--- src/rtl/sdg_pkg.sv ---
// Constants for the socket detect and global control register pair.
// Assumes a byte-wide legacy register port addressed by socket offset.
package sdg_pkg;

  // Register offsets on the legacy socket register port
  localparam logic [7:0] SDG_DETECT_CTRL_OFFSET = 8'h16;
  localparam logic [7:0] SDG_GLOBAL_CTRL_OFFSET = 8'h1E;

  // Detect/control register field positions
  localparam int unsigned SDG_DC_VS_TWO_BIT     = 7;
  localparam int unsigned SDG_DC_VS_ONE_BIT     = 6;
  localparam int unsigned SDG_DC_SOFT_IRQ_BIT   = 5;
  localparam int unsigned SDG_DC_RESUME_BIT     = 4;
  localparam int unsigned SDG_DC_RST_REMOVE_BIT = 1;

  // Global control register field positions
  localparam int unsigned SDG_GC_SECOND_LVL_BIT = 4;
  localparam int unsigned SDG_GC_FIRST_LVL_BIT  = 3;
  localparam int unsigned SDG_GC_CLEAR_SEL_BIT  = 2;
  localparam int unsigned SDG_GC_CSC_LVL_BIT    = 1;
  localparam int unsigned SDG_GC_PWR_DOWN_BIT   = 0;

  // Reset values of the writable bits
  localparam logic SDG_RESUME_RESET     = 1'b0;
  localparam logic SDG_RST_REMOVE_RESET = 1'b0;
  localparam logic SDG_GC_BIT_RESET     = 1'b0;

  // Value returned for unmapped offsets and reserved bits
  localparam logic [7:0] SDG_READ_ZERO = 8'h00;

  // Read data is returned this many cycles after the request
  localparam int unsigned SDG_READ_LATENCY = 1;

endpackage : sdg_pkg

--- src/rtl/sdg_detect_monitor.sv ---
// Card detect change, removal detection and ring-indicate resume latch.
// Assumes card detect pins and the status flag are synchronous to clk.
`timescale 1ns/100ps
`default_nettype none
module sdg_detect_monitor
  import sdg_pkg::*;
(
  input  wire logic clk,
  input  wire logic reset_n,
  input  wire logic cardDetectOne_n,     // Low while card seated
  input  wire logic cardDetectTwo_n,     // Low while card seated
  input  wire logic detectResumeEnable,  // Resume enable bit
  input  wire logic statusChangeFlag,    // Card status change flag
  output logic      detectChange,        // Pulse on any detect change
  output logic      cardRemoved,         // Pulse on seated to unseated
  output logic      ringIndicateOutput_n // Resume output, low = wake
);

  logic cdOnePrev_reg;   // Last detect samples
  logic cdTwoPrev_reg;
  logic primed_reg;      // Suppresses a false change after reset
  logic flagPrev_reg;    // For spotting the flag being cleared
  logic change;
  logic flagCleared;

  assign change      = primed_reg &&
                       ((cdOnePrev_reg != cardDetectOne_n) ||
                        (cdTwoPrev_reg != cardDetectTwo_n));
  assign flagCleared = flagPrev_reg && !statusChangeFlag;

  // Sample history; the first cycle only primes the history
  always_ff @(posedge clk or negedge reset_n)
  begin
    if (!reset_n)
    begin
      cdOnePrev_reg <= 1'b1;
      cdTwoPrev_reg <= 1'b1;
      primed_reg    <= 1'b0;
      flagPrev_reg  <= 1'b0;
    end
    else
    begin
      cdOnePrev_reg <= cardDetectOne_n;
      cdTwoPrev_reg <= cardDetectTwo_n;
      primed_reg    <= 1'b1;
      flagPrev_reg  <= statusChangeFlag;
    end
  end

  // Event pulses; removal means both were seated and one lifted
  always_ff @(posedge clk or negedge reset_n)
  begin
    if (!reset_n)
    begin
      detectChange <= 1'b0;
      cardRemoved  <= 1'b0;
    end
    else
    begin
      detectChange <= change;
      cardRemoved  <= primed_reg && !cdOnePrev_reg && !cdTwoPrev_reg &&
                      (cardDetectOne_n || cardDetectTwo_n);
    end
  end

  // Resume latch, kept in its active-low form so the pin comes from a
  // flop; a new change wins over a flag clear in the same cycle
  always_ff @(posedge clk or negedge reset_n)
  begin
    if (!reset_n)
      ringIndicateOutput_n <= 1'b1;
    else if (change && detectResumeEnable)
      ringIndicateOutput_n <= 1'b0;                     // RULE_06
    else if (flagCleared)
      ringIndicateOutput_n <= 1'b1;                     // RULE_07
  end

  a_ring_goes_low: assert property (@(posedge clk) disable iff (!reset_n)
    change && detectResumeEnable |=> !ringIndicateOutput_n) // RULE_06
    else $error("Ring indicate did not fall on detect change");

  a_ring_held_low: assert property (@(posedge clk) disable iff (!reset_n)
    !ringIndicateOutput_n && !flagCleared |=> !ringIndicateOutput_n) // RULE_07
    else $error("Ring indicate released before flag clear");

endmodule // sdg_detect_monitor
`default_nettype wire

--- src/rtl/sdg_power_gate.sv ---
// Card-side output enable gating for the power-down mode.
// Assumes cardCycleActive is high for each cycle of a card access.
`timescale 1ns/100ps
`default_nettype none
module sdg_power_gate
  import sdg_pkg::*;
(
  input  wire logic clk,
  input  wire logic reset_n,
  input  wire logic cardPowerDown,    // Power-down mode enabled
  input  wire logic cardCycleActive,  // Card access in progress
  output logic      cardOutputEnable_n // Low = card outputs driven
);

  // In power-down, float the card pins unless an access runs; the enable lags the
  // access by one clock, so the access logic must allow that much setup
  always_ff @(posedge clk or negedge reset_n)
  begin
    if (!reset_n)
      cardOutputEnable_n <= 1'b0;
    else
      cardOutputEnable_n <= cardPowerDown && !cardCycleActive; // RULE_15
  end

  a_power_floats: assert property (@(posedge clk) disable iff (!reset_n)
    cardPowerDown && !cardCycleActive |=> cardOutputEnable_n) // RULE_15
    else $error("Card outputs driven while powered down and idle");

  a_access_wakes: assert property (@(posedge clk) disable iff (!reset_n)
    cardCycleActive |=> !cardOutputEnable_n) // RULE_16
    else $error("Card access did not wake the interface");

endmodule // sdg_power_gate
`default_nettype wire

--- src/rtl/sdg_socket_detect_global_ctrl.sv ---
// Socket detect/control and global control registers of one socket.
// Assumes a byte-wide register port synchronous to clk; card pins are
// sampled directly as they are already synchronous.
//
// Overview of operation
// RULE_01 - Bit 7 reads second voltage-sense pin live
// RULE_02 - Bit 6 reads first voltage-sense pin live
// RULE_03 - Writing bit 5 raises card-detect interrupt
// RULE_04 - No interrupt when card-detect enable clear
// RULE_05 - Soft card-detect bit always reads zero
// RULE_06 - Resume enable: detect change pulls ring low
// RULE_07 - Ring stays low until status flag cleared
// RULE_08 - Bit 1 resets registers on card removal
// RULE_09 - Detect register bits 3,2,0 read zero
// RULE_10 - Global register bits 7 to 5 read zero
// RULE_11 - Bit 4 selects second card interrupt level
// RULE_12 - Bit 3 selects first card interrupt level
// RULE_13 - Bit 2 selects flag clear by read/write
// RULE_14 - Bit 1 selects status-change interrupt level
// RULE_15 - Power-down floats card outputs between accesses
// RULE_16 - Power-down still takes interrupts; access wakes
// RULE_17 - Reset clears all writable bits
`timescale 1ns/100ps
`default_nettype none
module sdg_socket_detect_global_ctrl
  import sdg_pkg::*;
(
  input  wire logic       clk,
  input  wire logic       reset_n,
  // Host register port
  input  wire logic       regSelect,       // Access strobe, one cycle
  input  wire logic       regWrite,        // 1 = write, 0 = read
  input  wire logic [7:0] regAddr,         // Socket register offset
  input  wire logic [7:0] regWriteData,
  output logic      [7:0] regReadData,     // Valid with regReadValid
  output logic            regReadValid,    // One-cycle pulse
  // Card-side pins
  input  wire logic       voltageSenseOnePin,
  input  wire logic       voltageSenseTwoPin,
  input  wire logic       cardDetectOne_n,
  input  wire logic       cardDetectTwo_n,
  input  wire logic       cardCycleActive,
  output logic            cardOutputEnable_n,
  output logic            ringIndicateOutput_n,
  // Neighbouring status-change logic
  input  wire logic       cardDetectIrqEnable,
  input  wire logic       statusChangeFlag,
  output logic            softCardDetectIrq,  // One-cycle pulse
  output logic            cardDetectChange,   // One-cycle pulse
  output logic            legacyRegsReset,    // One-cycle pulse
  // Mode outputs to the interrupt and flag logic
  output logic            secondCardIrqLevelSel,
  output logic            firstCardIrqLevelSel,
  output logic            flagClearMethodSel,
  output logic            statusChangeIrqLevelSel,
  output logic            cardPowerDown
);

  // Writable state of the detect/control register
  logic detectResumeEnable_reg;  // Resume signalling enable
  logic resetOnRemoval_reg;      // Reset registers when card pulled

  // Writable state of the global control register
  logic secondLevel_reg;         // Second card interrupt mode
  logic firstLevel_reg;          // First card interrupt mode
  logic clearSel_reg;            // Status flag clear method
  logic cscLevel_reg;            // Status change interrupt mode
  logic powerDown_reg;           // Card interface power-down

  // Decoded accesses
  logic writeDetect;
  logic writeGlobal;
  logic readAccess;
  logic cardRemoved;             // Removal pulse from the monitor
  logic removalReset;            // Removal with reset enabled
  logic [7:0] readData_next;     // Read mux output

  // Match an access against one register offset
  function automatic logic hits(input logic [7:0] addr,
                                input logic [7:0] offset);
    return addr == offset;
  endfunction

  assign writeDetect  = regSelect && regWrite &&
                        hits(regAddr, SDG_DETECT_CTRL_OFFSET);
  assign writeGlobal  = regSelect && regWrite &&
                        hits(regAddr, SDG_GLOBAL_CTRL_OFFSET);
  assign readAccess   = regSelect && !regWrite;
  assign removalReset = cardRemoved && resetOnRemoval_reg; // RULE_08

  // Detect/control writable bits; a removal reset beats a host write
  // because the card is gone and stale settings must not survive it
  always_ff @(posedge clk or negedge reset_n)
  begin
    if (!reset_n)
    begin
      detectResumeEnable_reg <= SDG_RESUME_RESET;       // RULE_17
      resetOnRemoval_reg     <= SDG_RST_REMOVE_RESET;   // RULE_17
    end
    else if (removalReset)
    begin
      detectResumeEnable_reg <= SDG_RESUME_RESET;       // RULE_08
      resetOnRemoval_reg     <= SDG_RST_REMOVE_RESET;   // RULE_08
    end
    else if (writeDetect)
    begin
      detectResumeEnable_reg <= regWriteData[SDG_DC_RESUME_BIT];
      resetOnRemoval_reg     <= regWriteData[SDG_DC_RST_REMOVE_BIT];
    end
  end

  // Global control writable bits, reset the same way
  always_ff @(posedge clk or negedge reset_n)
  begin
    if (!reset_n)
    begin
      secondLevel_reg <= SDG_GC_BIT_RESET;              // RULE_17
      firstLevel_reg  <= SDG_GC_BIT_RESET;
      clearSel_reg    <= SDG_GC_BIT_RESET;
      cscLevel_reg    <= SDG_GC_BIT_RESET;
      powerDown_reg   <= SDG_GC_BIT_RESET;
    end
    else if (removalReset)
    begin
      secondLevel_reg <= SDG_GC_BIT_RESET;              // RULE_08
      firstLevel_reg  <= SDG_GC_BIT_RESET;
      clearSel_reg    <= SDG_GC_BIT_RESET;
      cscLevel_reg    <= SDG_GC_BIT_RESET;
      powerDown_reg   <= SDG_GC_BIT_RESET;
    end
    else if (writeGlobal)
    begin
      secondLevel_reg <= regWriteData[SDG_GC_SECOND_LVL_BIT]; // RULE_11
      firstLevel_reg  <= regWriteData[SDG_GC_FIRST_LVL_BIT];  // RULE_12
      clearSel_reg    <= regWriteData[SDG_GC_CLEAR_SEL_BIT];  // RULE_13
      cscLevel_reg    <= regWriteData[SDG_GC_CSC_LVL_BIT];    // RULE_14
      powerDown_reg   <= regWriteData[SDG_GC_PWR_DOWN_BIT];   // RULE_15
    end
  end

  // Mode bits go straight from their flops to the consuming logic
  assign secondCardIrqLevelSel   = secondLevel_reg;     // RULE_11
  assign firstCardIrqLevelSel    = firstLevel_reg;      // RULE_12
  assign flagClearMethodSel      = clearSel_reg;        // RULE_13
  assign statusChangeIrqLevelSel = cscLevel_reg;        // RULE_14
  assign cardPowerDown           = powerDown_reg;       // RULE_15

  // Soft card-detect request: not stored, so nothing reads back;
  // it does not look at power-down, so interrupts still flow then
  always_ff @(posedge clk or negedge reset_n)
  begin
    if (!reset_n)
      softCardDetectIrq <= 1'b0;
    else
      softCardDetectIrq <= writeDetect && cardDetectIrqEnable &&
                           regWriteData[SDG_DC_SOFT_IRQ_BIT]; // RULE_03 RULE_04 RULE_16
  end

  // Removal reset pulse towards the other socket registers
  always_ff @(posedge clk or negedge reset_n)
  begin
    if (!reset_n)
      legacyRegsReset <= 1'b0;
    else
      legacyRegsReset <= removalReset;                  // RULE_08
  end

  // Read mux; reserved bits and unmapped offsets return zero
  always_comb
  begin
    readData_next = SDG_READ_ZERO;                      // RULE_09 RULE_10
    if (hits(regAddr, SDG_DETECT_CTRL_OFFSET))
    begin
      readData_next[SDG_DC_VS_TWO_BIT]     = voltageSenseTwoPin;  // RULE_01
      readData_next[SDG_DC_VS_ONE_BIT]     = voltageSenseOnePin;  // RULE_02
      readData_next[SDG_DC_SOFT_IRQ_BIT]   = 1'b0;                // RULE_05
      readData_next[SDG_DC_RESUME_BIT]     = detectResumeEnable_reg;
      readData_next[SDG_DC_RST_REMOVE_BIT] = resetOnRemoval_reg;
    end
    else if (hits(regAddr, SDG_GLOBAL_CTRL_OFFSET))
    begin
      readData_next[SDG_GC_SECOND_LVL_BIT] = secondLevel_reg;
      readData_next[SDG_GC_FIRST_LVL_BIT]  = firstLevel_reg;
      readData_next[SDG_GC_CLEAR_SEL_BIT]  = clearSel_reg;
      readData_next[SDG_GC_CSC_LVL_BIT]    = cscLevel_reg;
      readData_next[SDG_GC_PWR_DOWN_BIT]   = powerDown_reg;
    end
  end

  // Read answer one cycle after the strobe; data holds until next read
  always_ff @(posedge clk or negedge reset_n)
  begin
    if (!reset_n)
    begin
      regReadData  <= SDG_READ_ZERO;
      regReadValid <= 1'b0;
    end
    else
    begin
      regReadValid <= readAccess;
      if (readAccess)
        regReadData <= readData_next;
    end
  end

  // Card detect change, removal and resume output
  sdg_detect_monitor u_detect
  (
    .clk                  (clk),
    .reset_n              (reset_n),
    .cardDetectOne_n      (cardDetectOne_n),
    .cardDetectTwo_n      (cardDetectTwo_n),
    .detectResumeEnable   (detectResumeEnable_reg),
    .statusChangeFlag     (statusChangeFlag),
    .detectChange         (cardDetectChange),
    .cardRemoved          (cardRemoved),
    .ringIndicateOutput_n (ringIndicateOutput_n)
  );

  // Power-down gating of the card-side outputs
  sdg_power_gate u_power
  (
    .clk                (clk),
    .reset_n            (reset_n),
    .cardPowerDown      (powerDown_reg),
    .cardCycleActive    (cardCycleActive),
    .cardOutputEnable_n (cardOutputEnable_n)
  );

  // Helper: last read targeted the detect register
  logic readWasDetect_reg;
  always_ff @(posedge clk or negedge reset_n)
  begin
    if (!reset_n)
      readWasDetect_reg <= 1'b0;
    else if (readAccess)
      readWasDetect_reg <= hits(regAddr, SDG_DETECT_CTRL_OFFSET);
  end

  a_vs_two_read: assert property (@(posedge clk) disable iff (!reset_n)
    readAccess && hits(regAddr, SDG_DETECT_CTRL_OFFSET) |=>
      regReadData[SDG_DC_VS_TWO_BIT] == $past(voltageSenseTwoPin)) // RULE_01
    else $error("Second voltage-sense level misreported");

  a_vs_one_read: assert property (@(posedge clk) disable iff (!reset_n)
    readAccess && hits(regAddr, SDG_DETECT_CTRL_OFFSET) |=>
      regReadData[SDG_DC_VS_ONE_BIT] == $past(voltageSenseOnePin)) // RULE_02
    else $error("First voltage-sense level misreported");

  a_soft_irq_fires: assert property (@(posedge clk) disable iff (!reset_n)
    writeDetect && cardDetectIrqEnable &&
      regWriteData[SDG_DC_SOFT_IRQ_BIT] |=> softCardDetectIrq ##1
      !softCardDetectIrq) // RULE_03
    else $error("Soft card-detect write gave no single pulse");

  a_soft_irq_gated: assert property (@(posedge clk) disable iff (!reset_n)
    softCardDetectIrq |-> $past(cardDetectIrqEnable) && $past(writeDetect))
    // RULE_04
    else $error("Soft card-detect pulse without enable");

  a_soft_reads_zero: assert property (@(posedge clk) disable iff (!reset_n)
    regReadValid |-> !regReadData[SDG_DC_SOFT_IRQ_BIT]) // RULE_05
    else $error("Soft card-detect bit read back as one");

  a_removal_clears: assert property (@(posedge clk) disable iff (!reset_n)
    cardRemoved && resetOnRemoval_reg |=> legacyRegsReset &&
      !resetOnRemoval_reg && !detectResumeEnable_reg && !powerDown_reg)
    // RULE_08
    else $error("Removal did not reset the registers");

  a_removal_keeps: assert property (@(posedge clk) disable iff (!reset_n)
    cardRemoved && !resetOnRemoval_reg && !writeGlobal |=>
      !legacyRegsReset && $stable(powerDown_reg)) // RULE_08
    else $error("Removal changed registers while reset disabled");

  a_dc_reserved: assert property (@(posedge clk) disable iff (!reset_n)
    regReadValid && readWasDetect_reg |->
      regReadData[3:2] == 2'h0 && !regReadData[0]) // RULE_09
    else $error("Detect register reserved bits not zero");

  a_gc_reserved: assert property (@(posedge clk) disable iff (!reset_n)
    regReadValid |-> regReadData[7:5] == 3'h0 || readWasDetect_reg)
    // RULE_10
    else $error("Global register reserved bits not zero");

  a_mode_write: assert property (@(posedge clk) disable iff (!reset_n)
    writeGlobal && !removalReset |=>
      {secondCardIrqLevelSel, firstCardIrqLevelSel, flagClearMethodSel,
       statusChangeIrqLevelSel} == $past(regWriteData[4:1]))
    // RULE_11 RULE_12 RULE_13 RULE_14
    else $error("Mode bits did not take the written value");

endmodule // sdg_socket_detect_global_ctrl
`default_nettype wire

--- config.mk ---
export PLATFORM = sky130hd
export DESIGN_NAME = sdg_socket_detect_global_ctrl
export DESIGN_NICKNAME = d
export VERILOG_FILES = /design/src/rtl/sdg_pkg.sv /design/src/rtl/sdg_detect_monitor.sv /design/src/rtl/sdg_power_gate.sv /design/src/rtl/sdg_socket_detect_global_ctrl.sv
export SDC_FILE = /design/constraint.sdc
export NUM_CORES = 1
export LEC_CHECK = 0
export BUFFER_PORTS_ARGS = -buffer_cell sky130_fd_sc_hd__clkbuf_2
export CELL_PAD_IN_SITES_DETAIL_PLACEMENT = 0
export CELL_PAD_IN_SITES_GLOBAL_PLACEMENT = 1
export CORE_MARGIN = 3
export CORE_UTILIZATION = 37
export DETAILED_ROUTE_END_ITERATION = 10
export MAX_ROUTING_LAYER = met4
export PLACE_DENSITY = 0.86
export SLEW_MARGIN = 20
export SYNTH_ARGS = -nofsm -noshare
export SYNTH_HDL_FRONTEND = slang
export SYNTH_SLANG_ARGS = --single-unit
--- constraint.sdc ---
create_clock -name clk -period 2.6 [get_ports clk]
set_input_delay 0.26 -clock clk [delete_from_list [all_inputs] [get_ports clk]]
set_output_delay 0.26 -clock clk [all_outputs]
set_load 0.05 [all_outputs]
# --- After elaboration in Yosys (flattened, before gate mapping) ---
# Cells that the tools add are included.
word_totals:
  register_bits: 26
  input_bits: 27
  output_inout_bits: 19
  wordCells: 69
classes:
  n_eq_ne: 4
  mux: 22
  reduce_logical: 24
ops:
  columns: ["op", "n"]
  rows:
  - ["$mux 1", 19]
  - ["$eq 8x5->1 const B", 2]
  - ["$logic_and 1x1->1", 14]
  - ["$reduce_bool 2->1", 3]
  - ["$logic_not 1->1", 5]
  - ["$mux 5", 1]
  - ["$mux 3", 1]
  - ["$logic_or 1x1->1", 2]
  - ["$mux 2", 1]
  - ["$ne 1x1->1", 2]

# --- Logic depth before layout (Yosys ltp) ---
# Gate-level depths: netlist of the first run.
depth:
  ltp_word: 5
  mapped_depth: 5
  ltp_nobuf: 4

# --- By module ---
# A second synthesis of the first run with hierarchy kept.
unflattened:
  cells_unflattened: 95
  hier_area_um2: 1049.8
by_module_without_submodules:
  columns: ["module", "instances", "cells_per_inst", "area_per_inst_um2", "seq_area_each_um2"]
  rows:
  - ["sdg_socket_detect_global_ctrl", 1, 76, 772.0, 425.4]
  - ["sdg_detect_monitor", 1, 17, 239.0, 178.9]
  - ["sdg_power_gate", 1, 2, 38.8, 25.0]

# --- Worst setup path before layout of the first run ---
# Ideal clock, no wire load.
synth_path:
  kind: "input to register"
  start: "in regAddr[3]"
  end: "reg resetOnRemoval_reg"
  setup_time_ns: 0.120
  t_arrival_ns: 0.949
  required_ns: 2.480
  setup_slack_ns: 1.530
  path_stages: 4
  n_path_buf: 1
  path_cell_list: "buf_4 > and3b_1 > nand3_2 > o211a_1"
synth_between:
  elab_chain_cells: 3
synth_rtl:
  columns: ["item", "line", "text"]
  rows:
  - ["from (decl)", "sdg_socket_detect_global_ctrl.sv:33", "input wire logic [7:0] regAddr,"]
  - ["$eq 8x5->1", null, null]
  - ["$logic_and 1x1->1", "sdg_socket_detect_global_ctrl.sv:84", "assign writeDetect = regSelect && regWrite &&"]
  - ["$reduce_bool 2->1 (no source line)", null, null]
  - ["to (signal assigned)", "sdg_socket_detect_global_ctrl.sv:108", "resetOnRemoval_reg <= regWriteData[SDG_DC_RST_REMOVE_BIT];"]
  - ["to (decl)", "sdg_socket_detect_global_ctrl.sv:61", "logic resetOnRemoval_reg;"]
# Every way passes these cells.
# A chain may end at the register's enable or synchronous reset.

# --- Worst setup path in the final report of the first run ---
layout_path:
  start: "reg u_detect.ringIndicateOutput_n"
  end: "out ringIndicateOutput_n"
layout_lines:
  columns: ["item", "line", "text"]
  rows:
  - ["from (decl)", "sdg_detect_monitor.sv:16", "output logic ringIndicateOutput_n"]
  - ["from (signal assigned)", "sdg_detect_monitor.sv:71", "ringIndicateOutput_n <= 1'b1;"]
  - ["from (signal assigned)", "sdg_detect_monitor.sv:73", "ringIndicateOutput_n <= 1'b0;"]
  - ["from (signal assigned)", "sdg_detect_monitor.sv:75", "ringIndicateOutput_n <= 1'b1;"]
  - ["to (decl)", "sdg_socket_detect_global_ctrl.sv:44", "output logic ringIndicateOutput_n,"]
# No word-level cell between the ends.

==> impl_metrics.ini, run 1 <==
[die]
initial_core_util = 0.407
fp.dieW_um = 59.6
core_um2 = 2610
fp.dieH_um = 59.6
ioPinCount = 46
die_area_um2 = 3550
rows = 18

[clock_network]
cts_tree = yes
clockBufferDepth = 2
cts_buffers = 3
clock_sinks = 25
cts_root_buf = clkbuf_4
clock_latency_ps = 310
cts_resized = 0
h-tree-depth = 1
clkTransAtPathRegs_ps = 130

[global_route]
grt_max_degree = 26
antenna_found_initial = 0
track_usage = 0.146
grt_pass1_vias = 863
grt_pass1_wl_um = 3770
grt-ovfl-total = 0

[routing]
drc = 0
drt_iter0_markers = 10
dr_total_vias = 810
post_drt_wl_per_cell_um = 13.0
drtPass1Iterations = 2
final_antenna_net_count = 0
drt_wl_total_um = 2170
vias_per_cell = 4.85

[synth]
ys_seq_elements = 25
synthArstFlopShare = 1.00
synth_area_um2 = 1060
yosys-top-cells-count = 25 x nand2_1, 22 x dfrtp_1, 8 x mux2i_1, 4 x o31ai_1
synth_area_per_cell_um2 = 11.3
synth_area_leaders = dfrtp_1 52%, nand2_1 8.8%, mux2i_1 7.5%
synth_seq_area_share = 0.592
synth.most_common_cell = nand2_1
synth_cell_types = 29
yosysTopAreaCellShare = 0.518
ys.flop_type = dfrtp_1
yosys_warnings = 0
yosys.area.top_type = dfrtp_1
synth_enable_flop_cells = 0
synthesis.nets = 121
syn_inst = 94

[layout]
final_nets = 165
largest_reg_flops = 7
fillers = 273
regMostFlops = regReadData
area_growth_pct = 24.6
diodes = 0
seq_area_um2 = 629
drive_gt1_frac = 0.409
multiInputGateArea_um2 = 398

[critical_path]
reg2regPathDepth = 3
r2r_end = u_detect.ringIndicateOutput_n
critical_path_class = register to primary output
end_kind = primary output
path_cells = clkbuf_2
critical_path.startpoint = u_detect.ringIndicateOutput_n
crit_cells = 1
path_delay_family = flip-flops
crit_required_ps = 2340
critPathArrivalTime_ps = 1140
r2r_slack_ps = 1510
cp_slowest_stage_delay_ps = 560
critPathBufInv = 1
crit_path_end = ringIndicateOutput_n
worst-path-max-fanout = 2
slowest_stage = dfstp_2
start_kind = register
timing.rr.start = u_detect.cdOnePrev_reg

[sta]
period_needed_ps = 1400
rsz0062_at_grt = false
slew_headroom = 0.587
drv_slew = 0
tightest_slew_ps = 619
setup_tns_ps = 0
fin_crit_sh = 0.537
skew_ps = 3.17
hold_viol = 0
fmax_ghz = 0.716
setup_viol = 0

[worst_hold_path]
min_path_type = input pin to register

[placement]
port_buffers = 42
place_congestion = 0.745

[run]
maxCapViolCount = 0

[power]
finalPower_uw = 768
ir_worst_vdd_uv = 345
p_leak_uw = 0.000747
powerDensity_nw_per_um2 = 580

[status]
status = complete, no violations
[stage by stage]
step | cells | hold slack (ps) | utilization | instance area [µm²] | setup WS (ps)
2_1_floorplan | 94 | -35.6 | - | 1060 | 1530
3_3_place_gp | 162 | 286 | 0.492 | 1290 | 1380
3_5_place_dp | 162 | 305 | 0.492 | 1290 | 1350
4_1_cts | 167 | 33.4 | 0.507 | 1320 | 1190
5_1_grt | 167 | 27.1 | 0.507 | 1320 | 1140
6_report | 167 | 51.1 | 0.507 | 1320 | 1200
[power by group]
group	internal [µW]	switching (µW)
clock	57.5	112
combinational	47.6	117
sequential	417	17.5
total	522	246
[logic make-up after synthesis]
kind of cell,count (synthesis),synth area share
buf+inv,7,0.0330
compound gates,12,0.0766
other cells,2,0.00707
flops,25,0.592
xor+xnor,2,0.0165
simple gates,38,0.199
mux,8,0.0754
[how the worst min path moves through the flow]
stage | depth (start not counted) | slack [ps] | start | end
detailed placement | 1 | 310 | reset_n | regReadData[6]
global placement | 1 | 290 | reset_n | regReadData[6]
floorplan | 0 | -40 | reset_n | cardPowerDown
finish | 1 | 50 | cardDetectTwo_n | u_detect.cdTwoPrev_reg
CTS | 1 | 30 | cardDetectOne_n | u_detect.cdOnePrev_reg
global route | 1 | 30 | cardDetectTwo_n | u_detect.cdTwoPrev_reg
[final cells by class]
class | instances | area share
Multi-Input combinational cell | 62 | 0.301
Tap cell | 30 | 0.0284
Timing Repair Buffer | 43 | 0.166
Clock inverter | 1 | 0.00378
Clock buffer | 3 | 0.0170
Sequential cell | 25 | 0.475
Inverter | 3 | 0.00851
[repair_timing]
| action | CTS | global route |
|---|---|---|
| endpoints found under the hold margin | 22 | 0 |
| setup buffers | 0 | 0 |
| hold buffers | 1 | 0 |
[routing by layer]
layer,wire [µm],vias up,GRT usage
met2,1130,24,0.256
met3,123,4,0.0240
met4,29,0,0.0633
li1,-,395,-
met5,0,-,-
met1,887,387,0.163
[cell usage in the layout, fill, tap and decap left out, types with 2 or more instances in the layout]
cell type	n
clkbuf_2	42
nand2_1	25
dfrtp_1	22
mux2i_1	8
o31ai_1	4
o21ai_1	3
clkbuf_4	3
dfstp_2	3
inv_1	2
xnor2_1	2
nor2_1	2
a21oi_1	2
conb_1	2
Power figures use the tool's default switching activity.
==> run 2: changes to the inputs <==
--- a/config.mk
+++ b/config.mk
@@ -5,14 +5,15 @@
 export SDC_FILE = /design/constraint.sdc
 export NUM_CORES = 1
 export LEC_CHECK = 0
+export ABC_AREA = 1
 export BUFFER_PORTS_ARGS = -buffer_cell sky130_fd_sc_hd__clkbuf_2
 export CELL_PAD_IN_SITES_DETAIL_PLACEMENT = 0
 export CELL_PAD_IN_SITES_GLOBAL_PLACEMENT = 1
 export CORE_MARGIN = 3
-export CORE_UTILIZATION = 37
+export CORE_UTILIZATION = 33
 export DETAILED_ROUTE_END_ITERATION = 10
 export MAX_ROUTING_LAYER = met4
-export PLACE_DENSITY = 0.86
+export PLACE_DENSITY = 0.8
 export SLEW_MARGIN = 20
 export SYNTH_ARGS = -nofsm -noshare
 export SYNTH_HDL_FRONTEND = slang
==> constraint.sdc (replaced) <==
create_clock -name clk -period 1.3 [get_ports clk]
set_input_delay 0.13 -clock clk [delete_from_list [all_inputs] [get_ports clk]]
set_output_delay 0.13 -clock clk [all_outputs]
set_load 0.05 [all_outputs]
==> impl_metrics.ini, run 2 <==
[placement]
place_congestion = 0.752
port_buffers = 42
post-dp-hpwl_um = 1750
dp_slack_ps = 292
dp.cells = 214

[routing]
drt_wl_total_um = 2210
drt_iter0_markers = 34
final_antenna_net_count = 0
post_drt_wl_per_cell_um = 9.81
drc = 0
vias_per_cell = 4.23
dr_total_vias = 952
drtPass1Iterations = 4

[global_route]
grt_pass1_wl_um = 3930
grt_max_degree = 26
antenna_found_initial = 0
grt_pass1_vias = 910
grt-ovfl-total = 0
track_usage = 0.121

[power]
combPwrFrac = 0.185
seq_power_share = 0.575
switching_share = 0.301
ir_worst_vdd_uv = 355
intPower_uw = 1020
switching_power_uw = 438
p_clk_frac = 0.240
powerDensity_nw_per_um2 = 980
p_leak_uw = 0.000835

[critical_path]
path_delay_family = flip-flops
worst-path-max-fanout = 2
critPathArrivalTime_ps = 1120
critPathBufInv = 1
end_kind = primary output
cp_slowest_stage_delay_ps = 550
path_cells = buf_2
critical_path_class = register to primary output
crit_required_ps = 1170
start_kind = register
slowest_stage = dfstp_2

[die]
initial_core_util = 0.358
fp.dieH_um = 64.5
rows = 20
ioPinCount = 46
core_um2 = 3150
fp.dieW_um = 64.5
die_area_um2 = 4160

[sta]
slew_headroom = 0.605
setup_viol = 0
tightest_slew_ps = 592
period_needed_ps = 1250
setup_tns_ps = 0
worst_slack_ps = 46.6
skew_ps = 9.70
rsz0062_at_grt = false
fin_hold_ws_ps = 30.7
hold_viol = 0
drv_slew = 0
fin_crit_sh = 0.964
fmax_ghz = 0.798

[synth]
yosysTopAreaCellShare = 0.488
yosys-top-cells-count = 40 x nand2_1, 22 x dfrtp_1, 16 x inv_1, 12 x nand3_1, 8 x nor2_1
syn_inst = 129
synth_seq_area_share = 0.558
ys.flop_type = dfrtp_1
synth_area_um2 = 1130
synth_area_leaders = dfrtp_1 49%, nand2_1 13%, dfstp_2 7.0%
synthArstFlopShare = 1.00
synth_area_per_cell_um2 = 8.75
synth.most_common_cell = nand2_1
synth_enable_flop_cells = 0
yosys_warnings = 0
yosys.area.top_type = dfrtp_1
synth_cell_types = 21
ys_seq_elements = 25
synthesis.nets = 156

[clock_network]
clockBufferDepth = 2
clock_sinks = 25
post_cts_buffers = 0
h-tree-depth = 1
cts_tree = yes
cts_root_buf = clkbuf_4
cts_buffers = 3
clkTransAtPathRegs_ps = 140
clock_latency_ps = 320

[layout]
final_nets = 209
drive_gt1_frac = 0.343
layout_commonest_cell = clkbuf_2
final-instance-count-excl-fill = 225
area_growth_pct = 31.7
final_cell_mix = 41 x clkbuf_2, 40 x nand2_1, 22 x dfrtp_1
diodes = 0
largest_reg_flops = 7
regMostFlops = regReadData

[status]
status = complete, no violations

[worst_hold_path]
min_path_type = input pin to register

[run]
maxCapViolCount = 0
-- run 2: changes by cell type in the layout (fill, tap and decap cells not counted), sizes merged, moves of 2 or more --
cell,delta
inv,+15
nand2,+19
nor2,+10
o31ai,-4
dlygate4sd3,+6
mux2i,-8
nand3,+12
o21ai,+2
-- run 2: logic make-up (layout without fill, tap and decap cells) --
group / Yosys count / after routing / synth area share
AOI/OAI and AO/OA: 7 / 7 / 0.0333
buffers and inverters: 21 / 73 / 0.0732
and+or+nand+nor: 72 / 72 / 0.314
xor gates and xnor gates: 2 / 2 / 0.0155
other: 2 / 2 / 0.00665
DFF: 25 / 25 / 0.558
-- run 2: final timing paths --
check / slack (ps) / from / depth (start not counted) / endpoint
setup / recovery: 50 / u_detect.ringIndicateOutput_n / 1 / ringIndicateOutput_n
hold / removal: 30 / regWrite / 2 / regReadValid
setup reg to reg: 260 / resetOnRemoval_reg / 5 / detectResumeEnable_reg
hold reg to reg: 510 / regReadData[1] / 2 / regReadData[1]
max in group asynchronous: 570 / reset_n / 2 / softCardDetectIrq
min in group asynchronous: 340 / reset_n / 2 / regReadData[0]
-- run 2: layer usage --
| layer | wire [µm] | global-route usage | share of wire |
|---|---|---|---|
| met1 | 997 | 0.151 | 0.45 |
| met5 | 0 | - | 0 |
| met4 | 0 | 0.0554 | 0 |
| met3 | 116 | 0.0156 | 0.053 |
| met2 | 1090 | 0.197 | 0.50 |
-- run 2: layout make-up --
class | instances | area (µm²)
clock inverter | 1 | 7.51
timing repair buffer | 49 | 280
multi-input combinational | 83 | 417
fill | 336 | 1670
tap | 44 | 55.1
inverter | 20 | 75.1
sequential | 25 | 629
clock buffer | 3 | 22.5
-- run 2: metrics by stage --
stage               instance area (µm²)   util  total power (µW)
floorplan                          1130      -              1020
global placement                   1390  0.440              1100
detailed placement                 1390  0.440              1110
CTS                                1490  0.471              1480
global route                       1490  0.471              1520
finish                             1490  0.471              1460
-- run 2: power by group through the flow --
stage / clock [µW] / sequential, µW / combinational, µW
5_1_grt: 386 / 843 / 296
3_5_place_dp: 0 / 852 / 257
4_1_cts: 372 / 838 / 274
2_1_floorplan: 0 / 932 / 83.0
3_3_place_gp: 0 / 851 / 252
6_report: 350 / 837 / 270
-- run 2: what timing repair did --
item / 4_1_cts / 5_1_grt
hold buffers: 7 / 0
gates resized for setup: 0 / 1
setup endpoints to repair: 0 / 1
endpoints found under the hold margin: 27 / 0
